===== config.mk =====
export PLATFORM = sky130hd
export DESIGN_NAME = uesc_top
export DESIGN_NICKNAME = d
export VERILOG_FILES = /design/src/common/uesc_pkg.sv /design/src/common/uesc_bank_if.sv /design/src/core/uesc_ctl_bank.sv /design/src/core/uesc_top.sv
export SDC_FILE = /design/constraint.sdc
export NUM_CORES = 1
export LEC_CHECK = 0
export BUFFER_PORTS_ARGS = -buffer_cell sky130_fd_sc_hd__buf_4
export CORE_ASPECT_RATIO = 1.25
export CORE_UTILIZATION = 48
export CTS_CLUSTER_DIAMETER = 40
export CTS_CLUSTER_SIZE = 40
export DETAILED_ROUTE_END_ITERATION = 10
export GPL_TIMING_DRIVEN = 0
export PLACE_DENSITY = 0.77
export SLEW_MARGIN = 20
export SYNTH_ARGS = -nofsm -noshare
export SYNTH_HDL_FRONTEND = slang
export SYNTH_SLANG_ARGS = --single-unit

===== constraint.sdc =====
create_clock -name mclk -period 1.8 [get_ports mclk]
set_input_delay 0.36 -clock mclk [delete_from_list [all_inputs] [get_ports mclk]]
set_output_delay 0.36 -clock mclk [all_outputs]
set_load 0.05 [all_outputs]

===== src/common/uesc_pkg.sv =====
// Constants and types for the endpoint select and configuration block.
// Assumes one 8-bit register port on the controller clock.
package uesc_pkg;

    // ************************************************************
    // Register offsets
    // ************************************************************
    localparam logic [7:0] UESC_OFF_INDEX = 8'hc7;
    localparam logic [7:0] UESC_OFF_STATUS = 8'hce;
    localparam logic [7:0] UESC_OFF_FIFO = 8'hcf;
    localparam logic [7:0] UESC_OFF_CTL = 8'hd4;
    localparam logic [7:0] UESC_OFF_BCNT = 8'he2;
    localparam logic [7:0] UESC_OFF_EVT_STS = 8'hf0;
    localparam logic [7:0] UESC_OFF_EVT_CLR = 8'hf1;
    localparam logic [7:0] UESC_OFF_EVT_EN = 8'hf2;

    // ************************************************************
    // Control register fields
    // ************************************************************
    localparam int UESC_CTL_ON = 7;
    localparam int UESC_CTL_NAK_IEN = 6;
    localparam int UESC_CTL_NAK_OUT = 5;
    localparam int UESC_CTL_NAK_IN = 4;
    localparam int UESC_CTL_TOGGLE = 3;
    localparam int UESC_CTL_DIR = 2;
    localparam int UESC_CTL_KIND_LSB = 0;
    localparam logic [7:0] UESC_CTL_SW_MASK = 8'hc7;
    localparam logic [7:0] UESC_INDEX_MASK = 8'h03;

    // ************************************************************
    // Reset values and endpoint count
    // ************************************************************
    localparam logic [7:0] UESC_CTL_RST = 8'h00;
    localparam logic [1:0] UESC_INDEX_RST = 2'h0;
    localparam logic [3:0] UESC_EVT_RST = 4'h0;
    localparam int UESC_EP_COUNT = 4;

    typedef enum logic [1:0] {
        UESC_KIND_CONTROL = 2'b00,
        UESC_KIND_ISO = 2'b01,
        UESC_KIND_BULK = 2'b10,
        UESC_KIND_INTR = 2'b11
    } uesc_kind_t;

endpackage : uesc_pkg


===== src/common/uesc_bank_if.sv =====
// Carrier between the register front end and the endpoint control bank.
// Assumes both ends run on the same clock.
`timescale 1ns/100ps
interface uesc_bank_if;
    logic wr_en;
    logic [1:0] wr_idx;
    logic [7:0] wr_data;
    logic [3:0] nak_out_set;
    logic [3:0] nak_in_set;
    logic bus_rst;
    logic [3:0][7:0] ctl;

    modport owner (
        input wr_en, wr_idx, wr_data, nak_out_set, nak_in_set, bus_rst,
        output ctl
    );
    modport user (
        output wr_en, wr_idx, wr_data, nak_out_set, nak_in_set, bus_rst,
        input ctl
    );
endinterface : uesc_bank_if


===== src/core/uesc_ctl_bank.sv =====
// Per-endpoint control byte storage, one word per endpoint.
// Assumes writes and NAK set pulses come from the same clock domain.
`timescale 1ns/100ps
module uesc_ctl_bank
    import uesc_pkg::*;
(
    input wire logic mclk,
    input wire logic rst_b,
    uesc_bank_if.owner bank
);

    typedef struct packed {
        logic [3:0][7:0] ctl;
    } uesc_bank_st_t;

    uesc_bank_st_t st_r;
    uesc_bank_st_t st_nxt;

    always_comb begin
        st_nxt = st_r;
        for (int i = 0; i < UESC_EP_COUNT; i++) begin
            if (bank.wr_en && bank.wr_idx == i[1:0]) begin
                // Flags take the written value, so firmware clears by writing zero
                st_nxt.ctl[i] = bank.wr_data & ~(8'h01 << UESC_CTL_TOGGLE);
            end
            // A NAK in the clearing cycle still lands: set wins
            if (bank.nak_out_set[i]) begin
                st_nxt.ctl[i][UESC_CTL_NAK_OUT] = 1'b1;
            end
            if (bank.nak_in_set[i]) begin
                st_nxt.ctl[i][UESC_CTL_NAK_IN] = 1'b1;
            end
        end
        // Bus reset leaves every endpoint off, endpoint 0 included
        if (bank.bus_rst) begin
            st_nxt.ctl = {UESC_EP_COUNT{UESC_CTL_RST}};
        end
    end

    always_ff @(posedge mclk) begin
        if (!rst_b) begin
            st_r <= {UESC_EP_COUNT{UESC_CTL_RST}};
        end else begin
            st_r <= st_nxt;
        end
    end

    assign bank.ctl = st_r.ctl;

endmodule : uesc_ctl_bank


===== src/core/uesc_top.sv =====
// Endpoint select and per-endpoint configuration for a full-speed USB device.
// Assumes the packet engine and firmware port share mclk; no pin inputs here.
//
// The plain strobed port was decided locally.
`timescale 1ns/100ps

// Operation
// Banked accesses go to indexed endpoint
// Index register upper six bits read zero
// Firmware writes no ones above index
// Control register shows the selected endpoint copy
// Enable bit lets endpoint join transfers
// Firmware enables endpoint 0 after resets
// NAK enable gates both NAK flags
// NAK answered to OUT sets flag
// OUT NAK flag interrupts only when enabled
// Firmware clears the OUT NAK flag
// NAK answered to IN sets flag
// Two-bit field selects transfer kind
module uesc_top
    import uesc_pkg::*;
#(
    parameter int EP_COUNT = UESC_EP_COUNT
) (
    input wire logic mclk,
    input wire logic rst_b,
    input wire logic bus_rst,
    input wire logic [7:0] reg_addr,
    input wire logic [7:0] reg_wdata,
    input wire logic reg_wr,
    input wire logic reg_rd,
    output logic [7:0] reg_rdata,
    input wire logic nak_out_evt,
    input wire logic nak_in_evt,
    input wire logic [1:0] evt_ep,
    input wire logic [3:0] toggle_in,
    input wire logic [7:0] status_rdata,
    input wire logic [7:0] fifo_rdata,
    input wire logic [7:0] bcnt_rdata,
    output logic [1:0] sel_ep,
    output logic status_wr,
    output logic [7:0] status_wdata,
    output logic fifo_wr,
    output logic fifo_rd,
    output logic [7:0] fifo_wdata,
    output logic [3:0] ep_on,
    output logic [3:0] ep_dir,
    output logic [7:0] ep_kind,
    output logic usb_irq
);

    // ************************************************************
    // Elaboration check
    // ************************************************************
    // The index field is two bits wide, so exactly four banks exist
    generate
        if (EP_COUNT != UESC_EP_COUNT) begin : g_bad_count
            $error("uesc_top: EP_COUNT must be 4");
        end
    endgenerate

    // ************************************************************
    // Helpers
    // ************************************************************
    function automatic logic hit(input logic [7:0] addr, input logic [7:0] off);
        hit = (addr == off);
    endfunction : hit

    function automatic logic [3:0] ep_onehot(input logic [1:0] ep, input logic en);
        ep_onehot = en ? (4'h1 << ep) : 4'h0;
    endfunction : ep_onehot

    // ************************************************************
    // State
    // ************************************************************
    typedef struct packed {
        logic [1:0] idx;
        logic [7:0] rdata;
        logic [3:0] evt_sts;
        logic [3:0] evt_en;
        logic irq;
        logic stat_wr;
        logic [7:0] stat_wdata;
        logic fwr;
        logic frd;
        logic [7:0] fwdata;
        logic [3:0] on;
        logic [3:0] dir;
        logic [7:0] kind;
    } uesc_top_st_t;

    uesc_top_st_t st_r;
    uesc_top_st_t st_nxt;

    uesc_bank_if bank_if ();

    uesc_ctl_bank u_bank (
        .mclk(mclk),
        .rst_b(rst_b),
        .bank(bank_if.owner)
    );

    // ************************************************************
    // Bank write path
    // ************************************************************
    logic ctl_wr_hit;
    assign ctl_wr_hit = reg_wr && hit(reg_addr, UESC_OFF_CTL);

    assign bank_if.wr_en = ctl_wr_hit;
    assign bank_if.wr_idx = st_r.idx;
    assign bank_if.wr_data = reg_wdata & UESC_CTL_SW_MASK | (reg_wdata & 8'h30);
    assign bank_if.nak_out_set = ep_onehot(evt_ep, nak_out_evt);
    assign bank_if.nak_in_set = ep_onehot(evt_ep, nak_in_evt);
    assign bank_if.bus_rst = bus_rst;

    // ************************************************************
    // Per-endpoint decode
    // ************************************************************
    logic [3:0] nak_req;
    logic [3:0] on_nxt;
    logic [3:0] dir_nxt;
    logic [7:0] kind_nxt;
    logic [3:0][7:0] ctl_view;

    genvar g;
    generate
        for (g = 0; g < UESC_EP_COUNT; g++) begin : g_ep
            // Either flag raises the interrupt only behind the enable
            assign nak_req[g] = bank_if.ctl[g][UESC_CTL_NAK_IEN] &
                (bank_if.ctl[g][UESC_CTL_NAK_OUT] |
                 bank_if.ctl[g][UESC_CTL_NAK_IN]);
            assign on_nxt[g] = bank_if.ctl[g][UESC_CTL_ON];
            assign dir_nxt[g] = bank_if.ctl[g][UESC_CTL_DIR];
            assign kind_nxt[2*g +: 2] = bank_if.ctl[g][UESC_CTL_KIND_LSB +: 2];
            // The toggle bit is owned by the packet engine, read-only here
            assign ctl_view[g] = {bank_if.ctl[g][7:4], toggle_in[g], bank_if.ctl[g][2:0]};
        end
    endgenerate

    // ************************************************************
    // Register port and interrupt logic
    // ************************************************************
    always_comb begin
        logic [3:0] evt_set;
        evt_set = bank_if.nak_out_set | bank_if.nak_in_set;
        st_nxt = st_r;
        st_nxt.rdata = 8'h00;
        st_nxt.stat_wr = 1'b0;
        st_nxt.fwr = 1'b0;
        st_nxt.frd = 1'b0;

        if (reg_wr) begin
            case (reg_addr)
                // Upper bits are dropped; firmware is expected to write zeros there
                UESC_OFF_INDEX: st_nxt.idx = reg_wdata[1:0];
                UESC_OFF_STATUS: begin
                    st_nxt.stat_wr = 1'b1;
                    st_nxt.stat_wdata = reg_wdata;
                end
                UESC_OFF_FIFO: begin
                    st_nxt.fwr = 1'b1;
                    st_nxt.fwdata = reg_wdata;
                end
                UESC_OFF_EVT_CLR: st_nxt.evt_sts = st_r.evt_sts & ~reg_wdata[3:0];
                UESC_OFF_EVT_EN: st_nxt.evt_en = reg_wdata[3:0];
                default: st_nxt.idx = st_r.idx;
            endcase
        end

        if (reg_rd) begin
            case (reg_addr)
                UESC_OFF_INDEX: st_nxt.rdata = {6'h00, st_r.idx} & UESC_INDEX_MASK;
                UESC_OFF_STATUS: st_nxt.rdata = status_rdata;
                UESC_OFF_FIFO: begin
                    st_nxt.rdata = fifo_rdata;
                    st_nxt.frd = 1'b1;
                end
                UESC_OFF_BCNT: st_nxt.rdata = bcnt_rdata;
                UESC_OFF_CTL: st_nxt.rdata = ctl_view[st_r.idx];
                UESC_OFF_EVT_STS: st_nxt.rdata = {4'h0, st_r.evt_sts};
                UESC_OFF_EVT_EN: st_nxt.rdata = {4'h0, st_r.evt_en};
                default: st_nxt.rdata = 8'h00;
            endcase
        end

        // Sticky per-endpoint NAK events; a new event beats a same-cycle clear
        st_nxt.evt_sts = st_nxt.evt_sts | evt_set;
        if (bus_rst) begin
            st_nxt.idx = UESC_INDEX_RST;
        end

        st_nxt.on = on_nxt;
        st_nxt.dir = dir_nxt;
        st_nxt.kind = kind_nxt;
        // Registered copy keeps the output glitch-free at the cost of one cycle
        st_nxt.irq = (|nak_req) | (|(st_r.evt_sts & st_r.evt_en));
    end

    always_ff @(posedge mclk) begin
        if (!rst_b) begin
            st_r <= '0;
        end else begin
            st_r <= st_nxt;
        end
    end

    // ************************************************************
    // Outputs
    // ************************************************************
    // Endpoint 0 stays off until firmware enables it after any reset
    assign reg_rdata = st_r.rdata;
    assign sel_ep = st_r.idx;
    assign status_wr = st_r.stat_wr;
    assign status_wdata = st_r.stat_wdata;
    assign fifo_wr = st_r.fwr;
    assign fifo_rd = st_r.frd;
    assign fifo_wdata = st_r.fwdata;
    assign ep_on = st_r.on;
    assign ep_dir = st_r.dir;
    assign ep_kind = st_r.kind;
    assign usb_irq = st_r.irq;

endmodule : uesc_top


==> impl_metrics.ini <==
[placement]
portBuffers = 92
hpwl_microns = 7650
pre_cts_ws_ns = -0.318
numPlacedInstances = 616
dpl_cell_area_sq_um = 4820
place_congestion = 0.911

[floorplanning]
initial_core_util_pct = 50.4
io_pins = 99
die_area_sq_um = 8700
core_area_sq_um = 7930
die_h_microns = 104
die_x_microns = 83.6
num_rows = 36

[outcome]
status = finished clean

[setup_path]
end_kind = flop
crit_type = flop to flop
cp_slowest_cell = nor2_1
path_cells = buf_2, clkbuf_2, nor2_1, nand3_1, a21oi_1
cp_max_fo = 10
crit_path_start_kind = flop
ff2ff_path_depth = 5
rrSetupSlack_ns = 0.13
worstPathRequired_ns = 2.08
r2r-start = sel_ep[0]$_SDFFE_PP0P_
worstReg2RegEnd = u_bank.bank.ctl[1]$_SDFFE_PP0P_
critPathArrivalTime_ns = 1.96
critical-path-max-stage-delay_ns = 0.51

[flow_run]
drv_cap = 0

[layout]
fin_util_pct = 64.1
n_antenna_cell = 0
drive_gt1_share_pct = 35.9
stdcell_count = 633
fin_nets = 586
syn_to_final_growth_pct = 27.0
fillerInstances = 696
fin_area_sq_um = 5080

[route]
drt_pass1_iterations = 5
ant_nets = 0
wl_met2_microns = 5290
finalWirelength_microns = 10300
dr.max_layer_used = met4
routedWlPerCell_microns = 16.3
met1_length_microns = 4250
vias = 3490
viasPerCell = 5.51
drc = 0
drtIter0Drc = 335
met3_wirelength_microns = 628

[sta]
slew_headroom_pct = 55.1
fin_ws_ns = 0.126
fin_crit_ns = 1.67
tightest_slew_ns = 0.672
hold_viol = 0
setup-tns-final_ns = 0
maxClockFrequency_mhz = 597
maxSlewViolCount = 0
rsz0062_at_grt = false
fin_worst_skew_ns = 0.0112
hold_slack_ns = 0.242
finalCritPeriodShare_pct = 93.0
setup_violations = 0

[global_routing]
grt_pass1_vias = 3403
grt_max_degree = 17
track_usage_pct = 24.1
grt_pass1_wl_microns = 16700
overflow = 0
antenna_found_initial = 0

[clock_network]
cts_made_buffers = 9
cts_buffer_depth = 2
path_clk_slew_ns = 0.09
clock_latency_ns = 0.36
cts_tree = yes
cts_hold_buf = 0
clock_sinks = 82
ctsHtreeMaxLevel = 3
cts-root-buf = clkbuf_8

[logic_synthesis]
synth-seq-cells = 82
synthArstFlopShare_pct = 0
synthFlopType = dfxtp_1
yosys.area_share.simple_pct = 19.9
synth_edf_count = 0
synth.avg_cell_area_sq_um = 9.32
synth_area_sq_um = 4000
synth_adder_area_share_pct = 0
yosysSeqAreaShare_pct = 41.1
syn-num-nets = 482
synth_top_family_by_area = simple AND/OR/NAND/NOR gates
synth-compound-area-share_pct = 14.3
synthXorXnorAreaFrac_pct = 0
synth_cells = 429
synth_cell_types = 47
synth_mux_area_share_pct = 12.8
yosysWarnings = 0

[hold_path]
worstHoldEndpoint = st_r[43]$_SDFF_PN0_
hold_start = reg_wdata[3]
whs_path_depth = 2
hp-class = input pin to flop

[power_and_ir_drop]
ir_drop_v = 0.000558
p_leak_nw = 2.03
power.density_nw_per_um2 = 721
finalPower_mw = 3.66
## flip-flops by register name, summed over array words and instances, names as in the netlist
name	flops
ep_dir	4
ep_kind	8
ep_on	4
fifo_rd	1
fifo_wdata	8
fifo_wr	1
reg_rdata	8
sel_ep	2
st_r	8
status_wdata	8
status_wr	1
u_bank.bank.ctl	28
usb_irq	1
## placed cells by master (no fill, tap or decap), types with 3 or more instances in the layout
master,Yosys,routed
a22oi_1,12,12
mux2i_1,24,24
buf_4,43,135
mux4_2,8,8
a31oi_1,8,8
nand4_1,3,3
nor2b_1,24,24
clkbuf_2,0,4
a32o_1,3,3
buf_2,7,8
buf_6,3,3
o21ai_0,16,16
mux2_2,8,8
inv_1,3,3
and2_1,18,18
nor4_1,5,4
nand2b_1,4,4
dfxtp_1,82,82
clkbuf_8,0,9
nand2_1,21,21
nand3_1,33,33
a21oi_1,26,26
o21ai_1,19,19
clkbuf_1,19,15
nor2_1,7,7
nor4b_1,3,3
a211oi_1,3,3
## power by group
group / switching [mW] / internal (mW)
sequential: 0.00903 / 1.82
combinational: 0.145 / 0.131
clock: 0.741 / 0.810
total: 0.895 / 2.77
## layout make-up
cell class / count / area (sq um) / share of cell area, %
buffer: 73 / 480 / 9.46
clock buffer: 9 / 124 / 2.44
clock inverter: 7 / 108 / 2.12
inverter: 3 / 11.3 / 0.222
multi-input combinational: 271 / 1900 / 37.3
sequential: 82 / 1640 / 32.3
tap: 95 / 119 / 2.34
timing repair buffer: 93 / 698 / 13.7
## kinds of logic after synthesis
family          Yosys count
compound gates           96
simple gates            135
mux                      40
buf+inv                  76
flops                    82
## per-layer routing
metal | vias up | global-route usage, %
met3 | 15 | 4.13
li1 | 1705 | -
met5 | - | 0
met2 | 150 | 42.8
met4 | 0 | 7.51
met1 | 1620 | 29.5
## worst max-delay path: cells and delay by family, from the launching register on
family / cells / cell delay, ns
flops: 1 / 0.31
buf+inv: 2 / 0.43
simple gates: 2 / 0.66
compound gates: 1 / 0.19
## Yosys cell counts (2+ instances only)
cell type	instances	share of area (%)
mux4_2	8	4.5
a21oi_1	26	3.3
buf_4	43	8.1
nor4b_1	3	0.66
nor2_1	7	0.66
nor2b_1	24	3.8
a32o_1	3	0.75
nor4_1	5	0.78
buf_2	7	0.88
and2_1	18	2.8
nand3_1	33	4.1
inv_1	3	0.28
clkbuf_1	19	1.8
dfxtp_1	82	41
nor4_2	2	0.63
a31oi_1	8	1.3
mux2_2	8	2.3
nand4_1	3	0.47
buf_6	3	0.85
or3b_2	2	0.44
nand4b_1	2	0.44
nand2b_1	4	0.63
o21ai_0	16	2.0
o32ai_1	2	0.44
mux2i_1	24	6.0
nand2_1	21	2.0
a22oi_1	12	2.3
a211oi_1	3	0.56
o21a_1	2	0.38
o21ai_1	19	2.4
## timing repair
item,CTS,global route
setup endpoints to repair,25,37
pin swaps,0,1
buffers inserted,0,1
endpoints found under the hold margin,0,0
cloned,0,0
gates resized for setup,4,6
## worst max path at each step
| stage | from | to | slack, ns | cells after the start |
|---|---|---|---|---|
| after global routing | reg_addr[4] | reg_rdata[2]$_SDFF_PN0_ | 0.03 | 6 |
| after global placement | reg_addr[4] | reg_rdata[0]$_SDFF_PN0_ | -0.30 | 6 |
| after CTS | sel_ep[1]$_SDFFE_PP0P_ | reg_rdata[7]$_SDFF_PN0_ | 0.006 | 5 |
| after detailed placement | reg_addr[4] | reg_rdata[0]$_SDFF_PN0_ | -0.32 | 6 |
| final | sel_ep[0]$_SDFFE_PP0P_ | u_bank.bank.ctl[1]$_SDFFE_PP0P_ | 0.13 | 5 |
| after floorplan | reg_addr[0] | u_bank.bank.ctl[20]$_SDFFE_PP0P_ | -0.05 | 7 |
(Power assumes the default switching activity.)
